[config.mk]
export PLATFORM = sky130hd
export DESIGN_NAME = sbc_bridge
export DESIGN_NICKNAME = d
export VERILOG_FILES = /design/src/core/sbc_pkg.sv /design/src/core/sbc_bridge.sv
export SDC_FILE = /design/constraint.sdc
export NUM_CORES = 1
export LEC_CHECK = 0
export BUFFER_PORTS_ARGS = -buffer_cell sky130_fd_sc_hd__buf_2
export CAP_MARGIN = 20
export CELL_PAD_IN_SITES_DETAIL_PLACEMENT = 1
export CELL_PAD_IN_SITES_GLOBAL_PLACEMENT = 2
export CORE_MARGIN = 2
export CORE_UTILIZATION = 37
export CTS_BUF_LIST = sky130_fd_sc_hd__clkbuf_16
export DETAILED_ROUTE_END_ITERATION = 8
export GPL_TIMING_DRIVEN = 0
export PLACE_DENSITY_LB_ADDON = 0.1
export REMOVE_ABC_BUFFERS = 1
export SLEW_MARGIN = 15
export SYNTH_ARGS = -nofsm -noshare
export SYNTH_HDL_FRONTEND = slang
export SYNTH_SLANG_ARGS = --single-unit
[constraint.sdc]
create_clock -name core_clk -period 9.12 [get_ports core_clk]
set_input_delay 1.824 -clock core_clk [delete_from_list [all_inputs] [get_ports core_clk]]
set_output_delay 1.824 -clock core_clk [all_outputs]
set_load 0.02 [all_outputs]
[src/core/sbc_pkg.sv]
// shared constants and types of the stepper bridge control block
package sbc_pkg;
  // apb register map, byte addresses
  localparam int             ADDR_W       = 8;
  localparam logic [7:0]     OFS_STATUS   = 8'h00;
  localparam logic [7:0]     OFS_MASK     = 8'h04;
  localparam logic [7:0]     OFS_STATE    = 8'h08;
  localparam logic [7:0]     OFS_CHOP_DIV = 8'h0c;
  // status and mask bit positions
  localparam int             ST_TSD       = 0;
  localparam int             ST_OC_FIRST  = 1;
  localparam int             ST_OC_SECOND = 2;
  localparam int             ST_SUPPLY    = 3;
  localparam int             ST_W         = 4;
  // reset values
  localparam logic [3:0]     MASK_RST     = 4'h0;
  localparam logic [15:0]    CHOP_DIV_RST = 16'h0032;
  // overcurrent filter length in oscillator cycles
  localparam logic [2:0]     OC_MASK_CYC  = 3'h4;
  // current level codes
  localparam logic [1:0]     LVL_0        = 2'h0;
  localparam logic [1:0]     LVL_38       = 2'h1;
  localparam logic [1:0]     LVL_71       = 2'h2;
  localparam logic [1:0]     LVL_100      = 2'h3;
  // synchroniser bit positions
  localparam int             SY_STBY      = 0;
  localparam int             SY_TSD       = 1;
  localparam int             SY_OC_FIRST  = 2;
  localparam int             SY_OC_SECOND = 3;
  localparam int             SY_VM        = 4;
  localparam int             SY_VCC       = 5;
  localparam int             SY_W         = 6;

  typedef enum logic [2:0] {
    SBC_POR,
    SBC_STBY,
    SBC_RUN,
    SBC_TSD,
    SBC_ISD
  } sbc_mode_e;

  typedef struct packed {
    logic       dir;
    logic       sel0;
    logic       sel1;
  } sbc_cmd_s;

  typedef struct packed {
    logic       en;
    logic       pos;
    logic       neg;
    logic [1:0] level;
  } sbc_drive_s;
endpackage

[src/core/sbc_bridge.sv]
// stepper bridge control: decode, protection latches, chopper clock, apb registers
`timescale 1ns/1ns
`default_nettype none
module sbc_bridge (
  input  wire logic               core_clk,
  input  wire logic               sys_rst,
  input  wire logic               dir_first,
  input  wire logic               level_sel0_first,
  input  wire logic               level_sel1_first,
  input  wire logic               dir_second,
  input  wire logic               level_sel0_second,
  input  wire logic               level_sel1_second,
  input  wire logic               standby_n,
  input  wire logic               thermal_trip,
  input  wire logic [1:0]         overcurrent_trip,
  input  wire logic               motor_supply_good,
  input  wire logic               logic_supply_good,
  output var  sbc_pkg::sbc_drive_s drive_first,
  output var  sbc_pkg::sbc_drive_s drive_second,
  output var  logic               chop_osc,
  input  wire logic               psel,
  input  wire logic               penable,
  input  wire logic               pwrite,
  input  wire logic [7:0]         paddr,
  input  wire logic [31:0]        pwdata,
  output var  logic [31:0]        prdata,
  output var  logic               pready,
  output var  logic               pslverr,
  output var  logic               irq
);
  // input synchroniser
  logic [sbc_pkg::SY_W-1:0] sync1_q;
  logic [sbc_pkg::SY_W-1:0] sync2_q;
  logic                     stby_prev_q;
  logic                     por_prev_q;
  logic [sbc_pkg::SY_W-1:0] sync_in;
  always_comb begin
    sync_in                         = '0;
    sync_in[sbc_pkg::SY_STBY]       = standby_n;
    sync_in[sbc_pkg::SY_TSD]        = thermal_trip;
    sync_in[sbc_pkg::SY_OC_FIRST]   = overcurrent_trip[0];
    sync_in[sbc_pkg::SY_OC_SECOND]  = overcurrent_trip[1];
    sync_in[sbc_pkg::SY_VM]         = motor_supply_good;
    sync_in[sbc_pkg::SY_VCC]        = logic_supply_good;
  end

  always_ff @(posedge core_clk or posedge sys_rst) begin
    if (sys_rst) begin
      sync1_q     <= '0;
      sync2_q     <= '0;
      stby_prev_q <= 1'b0;
      por_prev_q  <= 1'b0;
    end else begin
      sync1_q     <= sync_in;
      sync2_q     <= sync1_q;
      stby_prev_q <= sync2_q[sbc_pkg::SY_STBY];
      por_prev_q  <= sync2_q[sbc_pkg::SY_VM] & sync2_q[sbc_pkg::SY_VCC];
    end
  end
  logic       stby_s;
  logic       tsd_s;
  logic [1:0] oc_s;
  logic       por_ok;
  logic       stby_rise;
  assign stby_s    = sync2_q[sbc_pkg::SY_STBY];
  assign tsd_s     = sync2_q[sbc_pkg::SY_TSD];
  assign oc_s      = {sync2_q[sbc_pkg::SY_OC_SECOND], sync2_q[sbc_pkg::SY_OC_FIRST]};
  assign por_ok    = sync2_q[sbc_pkg::SY_VM] & sync2_q[sbc_pkg::SY_VCC];
  assign stby_rise = stby_s & ~stby_prev_q;
  // chopper oscillator and protection latches
  logic [15:0] chop_div_q;
  logic [15:0] chop_cnt_q;
  logic [15:0] chop_cnt_d;
  logic        chop_osc_q;
  logic        chop_osc_d;
  logic        tsd_q;
  logic        tsd_d;
  logic [1:0]  oc_q;
  logic [1:0]  oc_d;
  logic [2:0]  oc_cnt_q [2];
  logic [2:0]  oc_cnt_d [2];
  logic        chop_run;
  logic        osc_cycle;
  logic [1:0]  oc_set;
  logic        tsd_set;
  always_comb begin
    chop_run   = stby_s & por_ok & ~tsd_q & ~(|oc_q);
    chop_cnt_d = chop_cnt_q;
    chop_osc_d = chop_osc_q;
    osc_cycle  = 1'b0;
    if (!chop_run) begin
      chop_cnt_d = '0;
      chop_osc_d = 1'b0;
    end else if (chop_cnt_q >= chop_div_q) begin
      chop_cnt_d = '0;
      chop_osc_d = ~chop_osc_q;
      osc_cycle  = chop_osc_q;
    end else begin
      chop_cnt_d = chop_cnt_q + 16'h0001;
    end
    tsd_set = tsd_s & ~tsd_q;
    tsd_d   = tsd_q;
    if (stby_rise) begin
      tsd_d = 1'b0;
    end
    if (tsd_s) begin
      tsd_d = 1'b1;
    end
    for (int i = 0; i < 2; i++) begin
      oc_cnt_d[i] = oc_cnt_q[i];
      oc_set[i]   = 1'b0;
      oc_d[i]     = oc_q[i];
      if (!oc_s[i] || oc_q[i]) begin
        oc_cnt_d[i] = '0;
      end else if (oc_cnt_q[i] == sbc_pkg::OC_MASK_CYC) begin
        oc_set[i]   = 1'b1;
        oc_cnt_d[i] = '0;
      end else if (osc_cycle) begin
        oc_cnt_d[i] = oc_cnt_q[i] + 3'h1;
      end
      if (stby_rise) begin
        oc_d[i] = 1'b0;
      end
      if (oc_set[i]) begin
        oc_d[i] = 1'b1;
      end
    end
  end

  always_ff @(posedge core_clk or posedge sys_rst) begin
    if (sys_rst) begin
      chop_cnt_q  <= '0;
      chop_osc_q  <= 1'b0;
      tsd_q       <= 1'b0;
      oc_q        <= '0;
      oc_cnt_q[0] <= '0;
      oc_cnt_q[1] <= '0;
    end else begin
      chop_cnt_q  <= chop_cnt_d;
      chop_osc_q  <= chop_osc_d;
      tsd_q       <= tsd_d;
      oc_q        <= oc_d;
      oc_cnt_q[0] <= oc_cnt_d[0];
      oc_cnt_q[1] <= oc_cnt_d[1];
    end
  end
  // phase decode
  function automatic sbc_pkg::sbc_drive_s decode(input sbc_pkg::sbc_cmd_s c,
                                                  input logic ok);
    sbc_pkg::sbc_drive_s d;
    d = '0;
    if (ok && (c.sel0 || c.sel1)) begin
      d.en  = 1'b1;
      d.pos = c.dir;
      d.neg = ~c.dir;
      if (c.sel0 && c.sel1) begin
        d.level = sbc_pkg::LVL_100;
      end else if (c.sel0) begin
        d.level = sbc_pkg::LVL_71;
      end else begin
        d.level = sbc_pkg::LVL_38;
      end
    end
    return d;
  endfunction
  sbc_pkg::sbc_drive_s drv_q [2];
  sbc_pkg::sbc_drive_s drv_d [2];
  sbc_pkg::sbc_cmd_s   cmd   [2];
  logic [1:0]          ph_ok;
  sbc_pkg::sbc_mode_e  mode_q;
  sbc_pkg::sbc_mode_e  mode_d;
  always_comb begin
    cmd[0] = '{dir: dir_first, sel0: level_sel0_first, sel1: level_sel1_first};
    cmd[1] = '{dir: dir_second, sel0: level_sel0_second, sel1: level_sel1_second};
    for (int i = 0; i < 2; i++) begin
      ph_ok[i] = stby_s & por_ok & ~tsd_q & ~oc_q[i];
      drv_d[i] = decode(cmd[i], ph_ok[i]);
    end
    if (!por_ok) begin
      mode_d = sbc_pkg::SBC_POR;
    end else if (tsd_q) begin
      mode_d = sbc_pkg::SBC_TSD;
    end else if (|oc_q) begin
      mode_d = sbc_pkg::SBC_ISD;
    end else if (!stby_s) begin
      mode_d = sbc_pkg::SBC_STBY;
    end else begin
      mode_d = sbc_pkg::SBC_RUN;
    end
  end
  always_ff @(posedge core_clk or posedge sys_rst) begin
    if (sys_rst) begin
      drv_q[0] <= '0;
      drv_q[1] <= '0;
      mode_q   <= sbc_pkg::SBC_POR;
    end else begin
      drv_q[0] <= drv_d[0];
      drv_q[1] <= drv_d[1];
      mode_q   <= mode_d;
    end
  end
  assign drive_first  = drv_q[0];
  assign drive_second = drv_q[1];
  assign chop_osc     = chop_osc_q;
  // apb slave, status, mask, interrupt
  logic [31:0]              prdata_q;
  logic [31:0]              prdata_d;
  logic                     pready_q;
  logic                     pready_d;
  logic                     pslverr_q;
  logic                     pslverr_d;
  logic                     irq_q;
  logic                     irq_d;
  logic [sbc_pkg::ST_W-1:0] status_q;
  logic [sbc_pkg::ST_W-1:0] status_d;
  logic [sbc_pkg::ST_W-1:0] mask_q;
  logic [sbc_pkg::ST_W-1:0] mask_d;
  logic [15:0]              chop_div_d;
  logic [sbc_pkg::ST_W-1:0] events;
  logic                     done;
  always_comb begin
    events                        = '0;
    events[sbc_pkg::ST_TSD]       = tsd_set;
    events[sbc_pkg::ST_OC_FIRST]  = oc_set[0];
    events[sbc_pkg::ST_OC_SECOND] = oc_set[1];
    events[sbc_pkg::ST_SUPPLY]    = por_prev_q & ~por_ok;
    done       = psel & penable & pready_q;
    prdata_d   = '0;
    pready_d   = 1'b0;
    pslverr_d  = 1'b0;
    mask_d     = mask_q;
    chop_div_d = chop_div_q;
    status_d   = status_q | events;
    if (psel && penable && !pready_q) begin
      pready_d = 1'b1;
      case (paddr)
        sbc_pkg::OFS_STATUS:   prdata_d = {28'h000_0000, status_q};
        sbc_pkg::OFS_MASK:     prdata_d = {28'h000_0000, mask_q};
        sbc_pkg::OFS_STATE:    prdata_d = {24'h00_0000, mode_q, stby_s, por_ok, oc_q, tsd_q};
        sbc_pkg::OFS_CHOP_DIV: prdata_d = {16'h0000, chop_div_q};
        default:               pslverr_d = 1'b1;
      endcase
    end
    if (done && pwrite) begin
      if (paddr == sbc_pkg::OFS_MASK) begin
        mask_d = pwdata[sbc_pkg::ST_W-1:0];
      end
      if (paddr == sbc_pkg::OFS_CHOP_DIV) begin
        chop_div_d = pwdata[15:0];
      end
    end
    if (done && !pwrite && paddr == sbc_pkg::OFS_STATUS) begin
      status_d = (status_q & ~prdata_q[sbc_pkg::ST_W-1:0]) | events;
    end
    irq_d = |(status_d & mask_d);
  end
  always_ff @(posedge core_clk or posedge sys_rst) begin
    if (sys_rst) begin
      prdata_q   <= '0;
      pready_q   <= 1'b0;
      pslverr_q  <= 1'b0;
      irq_q      <= 1'b0;
      status_q   <= '0;
      mask_q     <= sbc_pkg::MASK_RST;
      chop_div_q <= sbc_pkg::CHOP_DIV_RST;
    end else begin
      prdata_q   <= prdata_d;
      pready_q   <= pready_d;
      pslverr_q  <= pslverr_d;
      irq_q      <= irq_d;
      status_q   <= status_d;
      mask_q     <= mask_d;
      chop_div_q <= chop_div_d;
    end
  end
  assign prdata  = prdata_q;
  assign pready  = pready_q;
  assign pslverr = pslverr_q;
  assign irq     = irq_q;
endmodule // sbc_bridge
`default_nettype wire

==> impl_metrics.csv <==
group,metric,value,unit
clock_network,clkTransAtPathRegs,0.06,ns
logic_synthesis,yosysMostFrequentCell,"dfrtp_1",
place,place_congestion,0.745,
timing,fin_setup_tns,0,ns
clock_network,cts_tree,"done",
run,max_cap_viol_count,0,
place,port_buffers,70,
logic_synthesis,yosysTopAreaCellShare,53.6,%
clock_network,numCtsBuffers,9,
worst_setup_path,end_kind,"register",
worst_setup_path,critical-path-top-delay-family,"simple AND/OR/NAND/NOR gates",
route,ant_nets,0,
floorplanning,core_area,0.0114,mm²
place,place_ws,4.89,ns
layout,final_core_util,44.5,%
layout,drive_gt1_share,23.4,%
timing,fin_crit,3.53,ns
power,p_sw_share,22.2,%
hold_path,hp-class,"reg2reg",
clock_network,root_buffer,"clkbuf_16",
timing,setup_viol,0,
logic_synthesis,synth.avg_cell_area,11.3,µm²
worst_setup_path,crit_buf_inv,1,
timing,fin_skew,0.00741,ns
logic_synthesis,yosysSeqAreaShare,55.5,%
logic_synthesis,yosys-top-cells-count,"dfrtp_1 (93), nand2_1 (37), nor2_1 (34)",
route,drcViolationCount,0,
clock_network,cts_buffer_depth,2,
place,hpwlAfterDp,7020,µm
layout,final_cells,604,
timing,slew_headroom,59.2,%
layout,diodes,0,
logic_synthesis,synth_cell_types,50,
timing,rsz0062_at_grt,"no",
power,power.density,166,mW/mm²
grt,grt_first_pass_wirelength,15700,µm
power,internal_power,0.655,mW
logic_synthesis,yosysWarnings,0,
layout,stdcell_area,0.00508,mm²
logic_synthesis,synth_seq_cells,96,
route,num_vias,2915,
timing,post-route-period-util,38.7,%
timing,holdWs,0.344,ns
worst_setup_path,critPathSlowestCell,"and4_2",
clock_network,clk-insertion-delay-late,0.34,ns
clock_network,cts_resized,0,
worst_setup_path,critPathLaunchType,"input pin",
floorplanning,die_area,0.0126,mm²
power,p_seq_share,51.6,%
power,p_switching,0.187,mW
floorplanning,ios,103,
timing,postLayoutSetupSlackWorst,5.59,ns
grt,overflow,0,
layout,fillCellCount,1286,
floorplanning,die_h,112,µm
power,p_leak,2.68,nW
timing,slew_viol_final,0,
clock_network,cts_sinks,96,
layout,register_area,0.00241,mm²
place,dp.cells,588,
layout,synthToLayoutAreaGrowth,17.2,%
timing,max_clock_freq,283,MHz
logic_synthesis,async_reset_ff_share,100,%
timing,worst_pin_slew,0.612,ns
power,ir_worst_vdd,0.0000972,V
power,p_total,0.842,mW
route,drt-initial-drc-count,82,
outcome,outcome,"finished, final reports clean",
worst_setup_path,cp_data_arrival_time,3.76,ns
power,p_comb_share,4.9,%
clock_network,post_cts_buffers,0,
logic_synthesis,synth_edf_count,0,
route,viasPerCell,4.83,
timing,hold_violations,0,
worst_setup_path,path_cells,"buf_2 > or4_4 > nor3_4 > and4_2 > mux2_1",
layout,nets,534,
worst_setup_path,critPathMaxFanout,31,
floorplanning,fp.dieW,112,µm
worst_setup_path,cp_data_required_time,9.35,ns
grt,track_usage,16.0,%
logic_synthesis,synth_cells,384,
route,wl,9370,µm
worst_setup_path,critPathMaxStageDelay,0.67,ns
logic_synthesis,synthFlopType,"dfrtp_1",
worst_setup_path,crit_type,"in2reg",
logic_synthesis,syn_area,0.00434,mm²
grt,antenna_found_initial,0,
clock_network,cts_hold_buf,0,
logic_synthesis,synthTopCellsByArea,"dfrtp_1 (54%), ha_1 (6.1%), nand2_1 (3.2%)",
clock_network,htreeDepth,3,
route,post_drt_wl_per_cell,15.5,µm
logic_synthesis,yosysTopAreaCell,"dfrtp_1",
floorplanning,std_cell_rows,39,
grt,grt_max_degree,82,
power,power_frac_clock,43.5,%
route,first_pass_iters,4,
grt,grt_pass1_vias,3126,
place,placedInstanceArea,0.00479,mm²
layout,multi_input_area,0.00172,mm²
floorplanning,start_util,38.0,%
## layout by cell type (no fill, tap or decap), types with 9 or more instances in the layout
cell and instances:
ha_1 21, conb_1 16, buf_2 70, nor2_1 34, xor2_1 10, a21oi_1 10
nand2_1 37, nand3_1 12, nor3_1 11, o21ai_1 15, inv_1 28, and3_1 10
dfrtp_1 93, clkbuf_16 9
## final timing paths
path	startpoint	endpoint	slack (ns)	cells past startpoint
hold / removal	sync1_q[0]	sync2_q[0]	0.34	0
setup reg to reg	chop_div_q[1]	chop_cnt_q[9]	6.62	8
hold reg to reg	sync1_q[0]	sync2_q[0]	0.34	0
max in group asynchronous	sys_rst	chop_div_q[5]	7.06	3
min in group asynchronous	sys_rst	drive_second[3]	1.39	2
setup / recovery	paddr[5]	chop_div_q[0]	5.59	5
## logic make-up after synthesis
kind of cell,after synthesis,share of synthesized area [%]
muxes,15,5.11
DFF,96,55.5
and+or+nand+nor,137,16.4
AOI/OAI and AO/OA,44,7.27
xor gates and xnor gates,17,3.43
buffers and inverters,53,6.23
other,1,0.0864
adders and majority gates,21,6.06
## cell type report
type                            count  share of cell area (%)
Sequential cell                    96                    47.3
Clock buffer                        9                    4.43
Tap cell                          143                    3.52
Clock inverter                      7                    1.28
Timing Repair Buffer               71                    7.43
Inverter                           28                    2.17
Multi-Input combinational cell    250                    33.8
## power by group through the flow
stage	clock network [mW]	registers, mW	logic (mW)
floorplan	0	0.443	0.0219
global placement	0	0.442	0.0403
detailed placement	0	0.442	0.0425
CTS	0.383	0.434	0.0426
global route	0.399	0.435	0.0464
finish	0.366	0.434	0.0413
## registers in the layout (all words and copies together) (netlist names)
signal,cells
chop_cnt_q,16
chop_div_q,16
prdata,16
oc_cnt_q,6
sync1_q,6
sync2_q,6
drive_first,5
drive_second,5
mask_q,4
status_q,4
mode_q,3
oc_q,2
chop_osc,1
irq,1
por_prev_q,1
pready,1
pslverr,1
stby_prev_q,1
tsd_q,1
## metal layers
metal	wire length, µm	GRT usage (%)	part of all wire [%]	up-vias
li1	-	-	-	1403
met1	4400	22.1	47	1425
met2	4350	24.3	46	78
met3	490	3.94	5.2	9
met4	126	6.83	1.3	0
met5	0	0	0	-
Power figures use the tool's default switching activity.
